==> config.mk <==
export PLATFORM = sky130hd
export DESIGN_NAME = img_gate
export DESIGN_NICKNAME = d
export VERILOG_FILES = /design/src/rtl/img_pkg.sv /design/src/rtl/img_ctx_summary.sv /design/src/rtl/img_gate.sv
export SDC_FILE = /design/constraint.sdc
export NUM_CORES = 1
export LEC_CHECK = 0
export BUFFER_PORTS_ARGS = -buffer_cell sky130_fd_sc_hd__buf_2
export CAP_MARGIN = 20
export CORE_ASPECT_RATIO = 0.5
export CORE_UTILIZATION = 45
export CTS_BUF_LIST = sky130_fd_sc_hd__clkbuf_4 sky130_fd_sc_hd__clkbuf_8
export DETAILED_ROUTE_END_ITERATION = 7
export GPL_TIMING_DRIVEN = 0
export HOLD_SLACK_MARGIN = 0.05
export PLACE_DENSITY = 0.82
export SYNTH_ARGS = -nofsm -noshare
export SYNTH_HDL_FRONTEND = slang
export SYNTH_SLANG_ARGS = --single-unit
==> constraint.sdc <==
create_clock -name clock -period 3.37 [get_ports clock]
set_clock_uncertainty 0.05 [all_clocks]
set_input_delay 0.674 -clock clock [delete_from_list [all_inputs] [get_ports clock]]
set_output_delay 0.674 -clock clock [all_outputs]
set_load 0.005 [all_outputs]
==> src/rtl/img_pkg.sv <==
// Constants shared by the interrupt mask gate and its port checks.
// Assumes a 32-bit register port with word-aligned byte offsets.

package img_pkg;

   //////////////////////////////////////////////////////////////////////////////
   // Register port.
   localparam int ADDR_W = 12;
   localparam int DATA_W = 32;

   // Byte offsets of the registers.
   localparam logic [11:0] OFS_MASK_SET = 12'h088;
   localparam logic [11:0] OFS_MASK_CLEAR = 12'h08C;
   localparam logic [11:0] OFS_DIAG_STATUS = 12'h1F0;
   localparam logic [11:0] OFS_DIAG_MASK = 12'h1F4;
   localparam logic [11:0] OFS_EVENT_VIEW = 12'h1F8;

   //////////////////////////////////////////////////////////////////////////////
   // Field positions of the enable mask.
   localparam int GATE_BIT = 31;
   localparam int MAKER_BIT = 30;
   localparam int SOFT_BIT = 29;
   localparam int TIMED_RX_BIT = 7;
   localparam int TIMED_TX_BIT = 6;

   // Bits of the mask that hold state; bit 28 and bits 14 to 10 are reserved.
   localparam logic [31:0] MASK_WRITABLE = 32'hEFFF_83FF;
   // Bits of the event word that have an enable of their own.
   localparam logic [31:0] EVENT_GATED = 32'h6FFF_83FF;
   // Reset value of the mask.
   localparam logic [31:0] MASK_RESET = 32'h0000_0000;

   //////////////////////////////////////////////////////////////////////////////
   // Diagnostic status bits of the block itself.
   localparam int DIAG_W = 3;
   localparam int DIAG_IRQ_RISE = 0;
   localparam int DIAG_UNMAPPED = 1;
   localparam int DIAG_RSVD_WRITE = 2;
   localparam logic [2:0] DIAG_RESET = 3'h0;

   // Number of timed contexts per direction.
   localparam int CTX_N = 8;

endpackage

==> src/rtl/img_ctx_summary.sv <==
// Unlatched summary of one direction of timed contexts.
// Assumes the context event and mask vectors are registered upstream.
`timescale 1ns/100ps

module img_ctx_summary #(
   parameter int N = 8
) (
   // Per-context event and enable bits.
   input wire logic [N-1:0] ctx_event,
   input wire logic [N-1:0] ctx_mask,
   // OR of the enabled context events.
   output logic summary
);

   // No latch here: the summary falls as soon as the contexts are cleared.
   assign summary = |(ctx_event & ctx_mask);

endmodule

==> src/rtl/img_gate.sv <==
// Interrupt enable mask and processor interrupt gate.
// Assumes synchronous inputs, a single 10 MHz clock and a one-cycle strobe port.
`timescale 1ns/100ps

module img_gate #(
   parameter int CTX = img_pkg::CTX_N
) (
   // Clock and reset.
   input wire logic clock,
   input wire logic rstn,
   // Register port.
   input wire logic [img_pkg::ADDR_W-1:0] reg_addr,
   input wire logic [img_pkg::DATA_W-1:0] reg_wdata,
   input wire logic reg_wr,
   input wire logic reg_rd,
   output logic [img_pkg::DATA_W-1:0] reg_rdata,
   // Event flags kept by the event register outside.
   input wire logic [31:0] interrupt_event_flags,
   // Timed receive contexts.
   input wire logic [CTX-1:0] rx_ctx_event,
   input wire logic [CTX-1:0] rx_ctx_mask,
   // Timed transmit contexts.
   input wire logic [CTX-1:0] tx_ctx_event,
   input wire logic [CTX-1:0] tx_ctx_mask,
   // Processor interrupt and views.
   output logic host_irq,
   output logic [31:0] masked_event_view,
   output logic [31:0] interrupt_enable_mask,
   output logic timed_receive_summary,
   output logic timed_transmit_summary,
   // Diagnostic interrupt of the block itself.
   output logic diag_irq
);

   //////////////////////////////////////////////////////////////////////////////
   // Address decoding.

   // Tells whether an address is one of the two mask ports.
   function automatic logic is_mask_port(input logic [img_pkg::ADDR_W-1:0] a);
      logic hit;
      hit = 1'b0;
      if (a == img_pkg::OFS_MASK_SET) begin
         hit = 1'b1;
      end else if (a == img_pkg::OFS_MASK_CLEAR) begin
         hit = 1'b1;
      end
      return hit;
   endfunction

   // Tells whether an address lands on any register of the block.
   function automatic logic is_mapped(input logic [img_pkg::ADDR_W-1:0] a);
      logic hit;
      hit = 1'b0;
      if (is_mask_port(a)) begin
         hit = 1'b1;
      end else if (a == img_pkg::OFS_DIAG_STATUS) begin
         hit = 1'b1;
      end else if (a == img_pkg::OFS_DIAG_MASK) begin
         hit = 1'b1;
      end else if (a == img_pkg::OFS_EVENT_VIEW) begin
         hit = 1'b1;
      end
      return hit;
   endfunction

   //////////////////////////////////////////////////////////////////////////////
   // Declarations.

   logic [1:0] rst_sync_q;
   logic rst_n;
   logic [31:0] mask_q;
   logic [31:0] mask_d;
   logic [31:0] masked_q;
   logic [31:0] masked_d;
   logic [31:0] events_eff;
   logic irq_q;
   logic irq_d;
   logic [1:0] summary_w;
   logic [1:0] summary_q;
   logic [img_pkg::DIAG_W-1:0] diag_st_q;
   logic [img_pkg::DIAG_W-1:0] diag_st_d;
   logic [img_pkg::DIAG_W-1:0] diag_set;
   logic [img_pkg::DIAG_W-1:0] diag_clr;
   logic [img_pkg::DIAG_W-1:0] diag_mask_q;
   logic diag_irq_q;
   logic [img_pkg::DATA_W-1:0] rdata_q;
   logic [img_pkg::DATA_W-1:0] rdata_d;
   logic wr_set;
   logic wr_clear;
   logic rsvd_write;
   logic bad_access;

   //////////////////////////////////////////////////////////////////////////////
   // Reset release.

   // The async reset is released through two flops so all state leaves reset together.
   always_ff @(posedge clock or negedge rstn) begin
      if (!rstn) begin
         rst_sync_q <= 2'h0;
      end else begin
         rst_sync_q <= {rst_sync_q[0], 1'b1};
      end
   end

   // Only the second flop is used as the internal reset.
   assign rst_n = rst_sync_q[1];

   //////////////////////////////////////////////////////////////////////////////
   // Timed context summaries.

   // One summary per direction; index 0 is transmit, index 1 is receive.
   generate
      for (genvar g = 0; g < 2; g++) begin : g_sum
         img_ctx_summary #(
            .N(CTX)
         ) u_sum (
            .ctx_event((g == 0) ? tx_ctx_event : rx_ctx_event),
            .ctx_mask((g == 0) ? tx_ctx_mask : rx_ctx_mask),
            .summary(summary_w[g])
         );
      end
   endgenerate

   // The summaries replace the event word at their own positions.
   always_comb begin
      events_eff = interrupt_event_flags;
      events_eff[img_pkg::TIMED_RX_BIT] = summary_w[1];
      events_eff[img_pkg::TIMED_TX_BIT] = summary_w[0];
      // Reserved event positions and the gate position carry no enable.
      events_eff = events_eff & img_pkg::EVENT_GATED;
   end

   //////////////////////////////////////////////////////////////////////////////
   // Write strobes.

   // Split a write into a set or a clear of the mask.
   always_comb begin
      wr_set = 1'b0;
      wr_clear = 1'b0;
      if (reg_wr && (reg_addr == img_pkg::OFS_MASK_SET)) begin
         wr_set = 1'b1;
      end else if (reg_wr && (reg_addr == img_pkg::OFS_MASK_CLEAR)) begin
         wr_clear = 1'b1;
      end
   end

   //////////////////////////////////////////////////////////////////////////////
   // Enable mask.

   // Ones set or clear bits, zeros leave them; reserved bits never take a one.
   always_comb begin
      mask_d = mask_q;
      if (wr_set) begin
         mask_d = (mask_q | reg_wdata) & img_pkg::MASK_WRITABLE;
      end else if (wr_clear) begin
         mask_d = mask_q & ~reg_wdata & img_pkg::MASK_WRITABLE;
      end
   end

   // The mask itself; every bit starts cleared, gate included.
   always_ff @(posedge clock or negedge rst_n) begin
      if (!rst_n) begin
         mask_q <= img_pkg::MASK_RESET;
      end else begin
         mask_q <= mask_d;
      end
   end

   //////////////////////////////////////////////////////////////////////////////
   // Gating.

   // Each enable sits on its own event position, so a plain AND does the gating.
   // This covers the maker-defined bit 30, the software bit 29 and both runs of events.
   always_comb begin
      masked_d = events_eff & mask_q;
   end

   // The gate only acts on the interrupt line, never on the masked view.
   always_comb begin
      irq_d = 1'b0;
      if (mask_q[img_pkg::GATE_BIT]) begin
         irq_d = |masked_d;
      end else begin
         irq_d = 1'b0;
      end
   end

   // Registered masked view, unaffected by the gate.
   always_ff @(posedge clock or negedge rst_n) begin
      if (!rst_n) begin
         masked_q <= 32'h0000_0000;
      end else begin
         masked_q <= masked_d;
      end
   end

   // Registered processor interrupt, one cycle behind its cause.
   always_ff @(posedge clock or negedge rst_n) begin
      if (!rst_n) begin
         irq_q <= 1'b0;
      end else begin
         irq_q <= irq_d;
      end
   end

   // Registered copies of the two summaries for the outside.
   always_ff @(posedge clock or negedge rst_n) begin
      if (!rst_n) begin
         summary_q <= 2'h0;
      end else begin
         summary_q <= summary_w;
      end
   end

   //////////////////////////////////////////////////////////////////////////////
   // Diagnostic status.

   // A write of a one to a reserved bit is dropped but noted.
   assign rsvd_write = (wr_set || wr_clear) && ((reg_wdata & ~img_pkg::MASK_WRITABLE) != 32'h0);

   // Any strobe to an address with no register is noted.
   assign bad_access = (reg_wr || reg_rd) && !is_mapped(reg_addr);

   // Events of the block: interrupt rising, unmapped access, reserved write.
   always_comb begin
      diag_set = '0;
      diag_set[img_pkg::DIAG_IRQ_RISE] = irq_d && !irq_q;
      diag_set[img_pkg::DIAG_UNMAPPED] = bad_access;
      diag_set[img_pkg::DIAG_RSVD_WRITE] = rsvd_write;
   end

   // Writing ones to the status register clears those bits.
   always_comb begin
      diag_clr = '0;
      if (reg_wr && (reg_addr == img_pkg::OFS_DIAG_STATUS)) begin
         diag_clr = reg_wdata[img_pkg::DIAG_W-1:0];
      end
   end

   // A set in the same cycle as its clear wins, so no event is lost.
   assign diag_st_d = (diag_st_q & ~diag_clr) | diag_set;

   // Sticky status bits.
   always_ff @(posedge clock or negedge rst_n) begin
      if (!rst_n) begin
         diag_st_q <= img_pkg::DIAG_RESET;
      end else begin
         diag_st_q <= diag_st_d;
      end
   end

   // Mask of the diagnostic status, plain read and write.
   always_ff @(posedge clock or negedge rst_n) begin
      if (!rst_n) begin
         diag_mask_q <= img_pkg::DIAG_RESET;
      end else if (reg_wr && (reg_addr == img_pkg::OFS_DIAG_MASK)) begin
         diag_mask_q <= reg_wdata[img_pkg::DIAG_W-1:0];
      end
   end

   // Level interrupt, high while an unmasked status bit is set.
   always_ff @(posedge clock or negedge rst_n) begin
      if (!rst_n) begin
         diag_irq_q <= 1'b0;
      end else begin
         diag_irq_q <= |(diag_st_q & diag_mask_q);
      end
   end

   //////////////////////////////////////////////////////////////////////////////
   // Read path.

   // Read data stand only in the cycle after the strobe; otherwise zero.
   always_comb begin
      rdata_d = '0;
      if (reg_rd) begin
         if (is_mask_port(reg_addr)) begin
            rdata_d = mask_q;
         end else if (reg_addr == img_pkg::OFS_DIAG_STATUS) begin
            rdata_d[img_pkg::DIAG_W-1:0] = diag_st_q;
         end else if (reg_addr == img_pkg::OFS_DIAG_MASK) begin
            rdata_d[img_pkg::DIAG_W-1:0] = diag_mask_q;
         end else if (reg_addr == img_pkg::OFS_EVENT_VIEW) begin
            rdata_d = events_eff;
         end else begin
            rdata_d = '0;
         end
      end
   end

   // Read data register.
   always_ff @(posedge clock or negedge rst_n) begin
      if (!rst_n) begin
         rdata_q <= '0;
      end else begin
         rdata_q <= rdata_d;
      end
   end

   //////////////////////////////////////////////////////////////////////////////
   // Outputs, each straight from a flop.

   assign reg_rdata = rdata_q;
   assign host_irq = irq_q;
   assign masked_event_view = masked_q;
   assign interrupt_enable_mask = mask_q;
   assign timed_transmit_summary = summary_q[0];
   assign timed_receive_summary = summary_q[1];
   assign diag_irq = diag_irq_q;

endmodule

* Word-level counts from Yosys, hierarchy flattened
Cells that the tools add are included.
** Cells by class
- Bitwise operators :: 10
- Eq/ne operators :: 5
- Reduce and logical (&&, ||, !) cells :: 17
- Mux-type cells :: 21
** Operators by type and width (count)
- 32-bit 2-to-1 mux :: 4
- 12-bit by 9-bit equality test with 1-bit output, second input constant :: 3
- 31-bit by 32-bit AND with 32-bit output :: 1
- 32-bit AND :: 1
- 32-bit NOT :: 1
- 32-bit OR :: 1
- 32-bit nonzero test :: 1
- 32-bit OR reduction :: 1
- 31-bit 2-to-1 mux :: 1
- 29-bit 2-to-1 mux :: 1
- 28-bit 2-to-1 mux :: 1
- 12-bit by 8-bit equality test with 1-bit output, second input constant :: 2
- 8-bit AND :: 2
- 8-bit OR reduction :: 2
- 1-bit 2-to-1 mux :: 11
- 3-bit 2-to-1 mux :: 3
- 1-bit logical AND :: 7
- 3-bit AND :: 2
- 3-bit NOT :: 1
- 3-bit OR :: 1
- 3-bit OR reduction :: 1
- 1-bit zero test :: 2
- 1-bit logical OR :: 2
- 2-bit nonzero test :: 1
** Word-level totals
- Word-level logic and storage cells :: 62
- Bits in registers :: 108
- Input bits :: 112

* Longest topological paths before layout
Gate-level depths: netlist (run 1).
- Word-level depth :: 8
- Gate-level depth with buffers :: 7
- Depth with buffers taken out :: 5

* Hierarchy
Synthesis (run 1) repeated with hierarchy kept, for this count alone.
** Second synthesis, totals
- Cells, all modules :: 370
- Area total of the unflattened synthesis :: 3962.6 µm²
** By module, submodules not included
- img_gate :: cells an instance 360, seq. area each 2227.1 µm², instances 1, area each 3890.0 µm²
- img_ctx_summary :: cells an instance 5, seq. area each 0.0 µm², instances 2, area each 36.3 µm²

* Least setup slack after synthesis (run 1)
No wires, ideal clock.
- Path kind :: input port to flip-flop
- Start point :: input reg_addr[9] (netlist name)
- End point :: register rdata_q, in the netlist reg_rdata[20]
- Arrival time :: 2259 ps
- Required time :: 3255 ps
- Cell stages on the path :: 7
- Slack :: 995 ps
- Path through :: or4b_4 > or3_1 > nor3_2 > and2_1 > buf_4 > buf_6 > a22o_1
** On the way
- Longest elaborated chain between the ends :: 6
** Ends and longest elaborated chain
- start, declared :: line img_gate.sv:12 : input wire logic [img_pkg::ADDR_W-1:0] reg_addr,
- 12-bit by 9-bit equality test with 1-bit output or 12-bit by 8-bit equality test with 1-bit output (tied branches) :: line img_gate.sv:283, img_gate.sv:44
- 31-bit 2-to-1 mux or 1-bit 2-to-1 mux (tied branches) :: line img_gate.sv:283, img_gate.sv:44
- 28-bit 2-to-1 mux or 1-bit 2-to-1 mux (tied branches) :: line img_gate.sv:281, img_gate.sv:42
- 29-bit 2-to-1 mux or 1-bit 2-to-1 mux (tied branches) :: line img_gate.sv:279, img_gate.sv:276
- 32-bit 2-to-1 mux (*) :: line img_gate.sv:277 : if (is_mask_port(reg_addr)) begin
- 32-bit 2-to-1 mux (*) :: line img_gate.sv:276 : if (reg_rd) begin
- named net rdata_d, one bit :: line img_gate.sv:87 : logic [img_pkg::DATA_W-1:0] rdata_d;
- end signal, assigned :: line img_gate.sv:296 : rdata_q <= rdata_d;
- end, declared :: line img_gate.sv:86 : logic [img_pkg::DATA_W-1:0] rdata_q;
Mark *: on every way through the listed nets, which the timed path passes. The rest lies on a longest branch. The select of a mux whose other input is x is not followed.
A chain may end at the register's enable or synchronous reset.

==> out/metrics.csv, run 1 <==
metric;value;unit
drc;0;
clockBufferDepth;2;
ys_seq_elements;89;
cts_max_level;3;
rsz0062_at_grt;false;
num_antenna_cells;0;
synth-seq-area-share;0.6011;
post_cts_resized;0;
fin_crit;2.430;ns
coreArea;7652;µm²
whs;0.1420;ns
synthTopCellsByArea;dfrtp_1, and2_1, buf_4, a22o_1, nand3_1;
worstPathArrival;2.59;ns
wl;9.542;mm
crit_type;in2reg;
fin_crit_sh;0.7212;
grt_pass1_wl;15.45;mm
port_buffers;182;
synth_top_area_share;0.6011;
drv_slew;0;
reg2reg_to;diag_st_q[0]$_DFF_PN0_;
status;finished, final reports clean;
grt_max_degree;72;
reg2reg_slack;1.00;ns
drt_pass1_iterations;5;
dp_hpwl;7.413;mm
utilization;0.6650;
fin_nets;649;
syn_avg_cell_area;11.43;µm²
tightest_slew;0.6086;ns
synth_area_leader_cell;dfrtp_1;
grt_pass1_vias;3160;
max_freq;411.5;MHz
max-cap-violations;0;
p_leak;2.812;nW
wl_per_cell;14.68;µm
drive_above_1_share;0.4391;
cp_data_required_time;3.52;ns
die-area;8622;µm²
num_rows;22;
grt_usage;0.2409;
power_density;400.7;nW/µm²
slowest_delay;0.57;ns
area_delta_synth_final;37.35;%
hold_viol;0;
syn-instance-count;324;
postRouteAntennaNets;0;
slew_headroom;0.5905;
cts_tree;built;
die_h;66.16;µm
die_w;130.3;µm
crit_path_end_kind;register;
avgViaCountPerCell;4.922;
grt_antenna_before_repair;0;
path_cells;buf_2 -> nor4_1 -> nor4b_4 -> buf_2 -> nand3_1 -> nand2_1 -> o21ai_0;
globalplace.congestion;0.9039;
overflow;0;
drtIter0Drc;239;
syn-cell-area;3705;µm²
vdd_drop_max;0.0001899;V
clkTransAtPathRegs;0.08;ns
pre_cts_slack;0.6004;ns
numCtsBuffers;9;
crit_slowest_cell;nor4b_4;
setup_violations;0;
reg2reg_depth;5;
cts_setup_buffers;0;
cts.root.buffer_cell;clkbuf_8;
power;2.039;mW
yosysWarnings;0;
vias;3199;
start_kind;input port;
fin_ws;0.9397;ns
clk_latency;0.35;ns
min_path_type;reg2async;
critPathMaxFanout;10;
ctsHoldBuffers;1;
synth_cell_types;37;
crit_top_cell;buf_2;
start_util;0.4841;
clock-sinks;89;
io_pins;212;
-- per-layer routing --
layer	vias to the layer above	wire, µm	global-route usage
li1	1546	-	-
met1	1531	4016	0.3081
met2	111	4797	0.4096
met3	11	619	0.05259
met4	0	108	0.07849
met5	-	0	0
-- per-stage QoR --
stage | area, µm² | cells | setup TNS (ns)
3_5_place_dp | 4850 | 633 | 0
4_1_cts | 5089 | 650 | 0
2_1_floorplan | 3772 | 342 | 0
3_3_place_gp | 4818 | 632 | -14.80
5_1_grt | 5089 | 650 | 0
6_report | 5089 | 650 | 0
-- final cells by class --
class                           count  area [µm²]
Buffer                             35       219.0
Clock buffer                       12       152.6
Clock inverter                      4       76.32
Fill cell                         630        2564
Inverter                            3       11.26
Multi-Input combinational cell    215        1315
Sequential cell                    89        2231
Tap cell                          108       135.1
Timing Repair Buffer              184       948.4
-- synth_stat cells (all sizes together) --
master   count
dfrtp       89
nand2       29
nor2         4
or4          4
o311ai       1
mux2         6
nor4b        1
nor2b        7
nand4b       3
clkbuf      10
buf         25
nand3       28
nor4         3
or2          2
a221oi       3
a22o        16
conb         2
nand4bb      1
nand4        3
a22oi       15
a32o         1
inv          3
and2        28
and3         2
o31ai        1
or3          1
nor3         2
a222oi       2
o21ai       30
or4b         2
-- layout by cell type (no fill, tap or decap), drive strengths merged --
cell type / netlist / final
o311ai: 1 / 1
a221oi: 3 / 3
nand2: 29 / 29
or4b: 2 / 2
o31ai: 1 / 1
dlygate4sd3: 0 / 1
nand4b: 3 / 3
o21ai: 30 / 30
nor4: 3 / 3
bufinv: 0 / 2
clkinv: 0 / 1
a222oi: 2 / 2
buf: 25 / 208
a22oi: 15 / 15
a22o: 16 / 16
nor2b: 7 / 7
mux2: 6 / 6
conb: 2 / 20
nand4: 3 / 3
clkbuf: 10 / 22
or2: 2 / 2
dfrtp: 89 / 89
inv: 3 / 3
nor2: 4 / 4
nand3: 28 / 28
nand4bb: 1 / 1
clkinvlp: 0 / 1
nor4b: 1 / 1
and2: 28 / 28
and3: 2 / 2
nor3: 2 / 2
a32o: 1 / 1
or3: 1 / 1
or4: 4 / 4
-- how the worst max path moves through the flow --
stage | from | end | slack, ns | cells after the start
after CTS | register | diag_st_q[0]$_DFF_PN0_ | 0.97 | 5
after global routing | reg_addr[4] | register | 0.81 | 7
after floorplan | rst_sync_q[1]$_DFF_PN0_ | async pin | 0.66 | 0
after detailed placement | reg_addr[4] | register | 0.60 | 7
final | reg_addr[4] | register | 0.94 | 7
after global placement | rst_sync_q[1]$_DFF_PN0_ | reg_rdata[2]$_DFF_PN0_ | -0.18 | 0
-- power by group --
part	total [mW]	switching, mW	internal, mW
combinational	0.152	0.0761	0.0755
clock	0.809	0.353	0.456
sequential	1.08	0.00625	1.07
-- cells by family (layout without fill, tap and decap cells) --
family	Yosys count	in the layout	synth area share
other	2	20	0.002027
AOI/OAI and AO/OA	69	69	0.1283
muxes	6	6	0.01824
DFF	89	89	0.6011
buffers and inverters	38	238	0.06214
and+or+nand+nor	120	120	0.1881
-- worst max-delay path, delay by kind of cell --
family | cells | cell delay, ns
buffers and inverters | 2 | 0.44
and+or+nand+nor | 4 | 1.37
AOI/OAI and AO/OA | 1 | 0.09
Power figures use the tool's default switching activity.
==> run 2, diff against run 1 <==
- CORE_UTILIZATION: 45 -> 41
- PLACE_DENSITY: 0.82 -> 0.78
- clock period: 3.37 -> 2 ns (I/O delays scaled with it)
==> out/metrics.csv, run 2 (synthesis gave the netlist of run 1 again) <==
metric;value;unit;change
status;finished with violations;;
violations;setup timing;;
critical_path.top_delay_family;simple AND/OR/NAND/NOR gates;;
grt_pass1_wl;15.53;mm;+0.49%
final_area;5129;µm²;+0.79%
start_util;0.4240;;-0.06017
cts_tree;built;;
seqPwrFrac;0.549;;+0.020
p_clk_frac;0.374;;-0.023
placed_cell_area;4865;µm²;+0.31%
overflow;0;;unchanged
slew_headroom;0.6197;;+0.02925
die-area;9443;µm²;+9.5%
power_density;646.8;nW/µm²;+61%
max_freq;491.7;MHz;
mostFrequentLayoutCell;buf_2;;
numCtsBuffers;9;;unchanged
wl;10.12;mm;+6.1%
clk_latency;0.37;ns;+0.02 ns
fin_crit_sh;1.017;;
path_cells;a222oi_1 -> or4b_4 -> nor3_4 -> nand4bb_1 -> a32o_1;;
drt_pass1_iterations;4;;-1
rsz0062_at_grt;true;;
die_h;69.22;µm;+4.6%
max-cap-violations;0;;unchanged
intPower;2.584;mW;+61%
wl_per_cell;15.32;µm;+4.3%
drc;0;;unchanged
tightest_slew;0.5704;ns;-0.03827 ns
area_delta_synth_final;38.43;%;
dp_hpwl;7.615;mm;+2.7%
clock-sinks;89;;unchanged
cp_num_buf_inv;0;;-2
grt_max_degree;67;;-6.9%
worstPathArrival;2.25;ns;-0.34 ns
vias;3212;;+0.41%
drive_above_1_share;0.4522;;+0.01309
num_rows;24;;+9.1%
reg2reg_slack;-0.03;ns;-1.03 ns
mostFrequentLayoutCells;buf_2, dfrtp_1, nand2_1, nand3_1;;
io_pins;212;;unchanged
hold_viol;0;;unchanged
drtIter0Drc;207;;-13%
fin_nets;652;;+0.46%
cts_max_level;3;;unchanged
grt_pass1_vias;3045;;-3.6%
num_antenna_cells;0;;unchanged
crit_slowest_cell;or4b_4;;
drv_slew;0;;unchanged
fin_ws;-0.03392;ns;-0.9736 ns
globalplace.congestion;0.8331;;-7.8%
cts.root.buffer_cell;clkbuf_8;;
fin_crit;2.034;ns;
avgViaCountPerCell;4.859;;-1.3%
slowest_delay;0.53;ns;-0.04 ns
min_path_type;reg2async;;
setup_violations;1;;+1
port_buffers;182;;unchanged
swShare;0.2210;;+0.007510
postRouteAntennaNets;0;;unchanged
clockBufferDepth;2;;unchanged
start_kind;register;;
cp_data_required_time;2.21;ns;-1.31 ns
power;3.317;mW;+63%
grt_antenna_before_repair;0;;unchanged
utilization;0.5869;;-0.07806
p_comb_frac;0.077;;+0.003
power.switching;0.7333;mW;+68%
vdd_drop_max;0.0003188;V;+68%
coreArea;8738;µm²;+14%
nFillCells;756;;+20%
crit_type;reg2reg;;
grt_usage;0.2216;;-0.01932
clkTransAtPathRegs;0.09;ns;about the same
critPathMaxFanout;5;;-5
die_w;136.4;µm;+4.7%
pre_cts_slack;-0.4750;ns;-1.075 ns
p_leak;2.832;nW;+0.72%
crit_path_end_kind;register;;
[run 2: path summary, 6_finish.rpt]
path / start / endpoint / depth (start not counted)
max: register / diag_st_q[0]$_DFF_PN0_ / 5
min: rst_sync_q[1]$_DFF_PN0_ / async pin / 0
max reg2reg: register / diag_st_q[0]$_DFF_PN0_ / 5
min reg2reg: rst_sync_q[1]$_DFF_PN0_ / async pin / 0
max in group asynchronous: rst_sync_q[1]$_DFF_PN0_ / async pin / 1
min in group clock: interrupt_event_flags[25] / reg_rdata[25]$_DFF_PN0_ / 2
[run 2: routing by layer]
layer  track usage  part of all wire
met1        0.2815              0.41
met2        0.3604              0.50
met3       0.05994             0.070
met4       0.08765             0.016
met5             0                 0
[run 2: timing repair]
action,CTS,global route
buffers inserted,2,2
pin swaps,5,2
endpoints found under the setup margin,33,13
resized for setup,6,6
endpoints found under the hold margin,2,0
hold buffers,1,0
[run 2: metrics by stage]
stage | hold slack [ns] | instances | setup TNS, ns
floorplan | 0.05441 | 342 | -0.9755
global route | 0.2072 | 661 | -0.1904
CTS | 0.1903 | 659 | -0.06259
detailed placement | 0.1354 | 642 | -18.54
global placement | 0.1350 | 641 | -18.41
finish | 0.1754 | 661 | -0.03392
[run 2: cell type report]
cell class / count / area (µm²) / area share
Multi-Input combinational cell: 215 / 1343 / 0.2618
Tap cell: 117 / 146.4 / 0.02854
Timing Repair Buffer: 188 / 978.4 / 0.1908
Inverter: 3 / 11.26 / 0.002196
Buffer: 34 / 219.0 / 0.04269
Clock buffer: 12 / 158.9 / 0.03098
Sequential cell: 89 / 2232 / 0.4352
Clock inverter: 3 / 40.04 / 0.007807
[run 2: power by group through the flow]
stage          clock (mW)  combinational [mW]  sequential, mW
2_1_floorplan           0              0.0841            1.87
3_3_place_gp            0               0.215            1.88
3_5_place_dp            0               0.252            1.86
4_1_cts              1.27               0.256            1.82
5_1_grt              1.35               0.283            1.82
6_report             1.24               0.257            1.82
[run 2: worst reg2reg max path, delay by kind of cell, from the launching register on]
| kind | cells | cell delay (ns) |
|---|---|---|
| AO/OA/AOI/OAI | 2 | 0.60 |
| flip-flops | 1 | 0.45 |
| AND/OR/NAND/NOR | 3 | 0.83 |
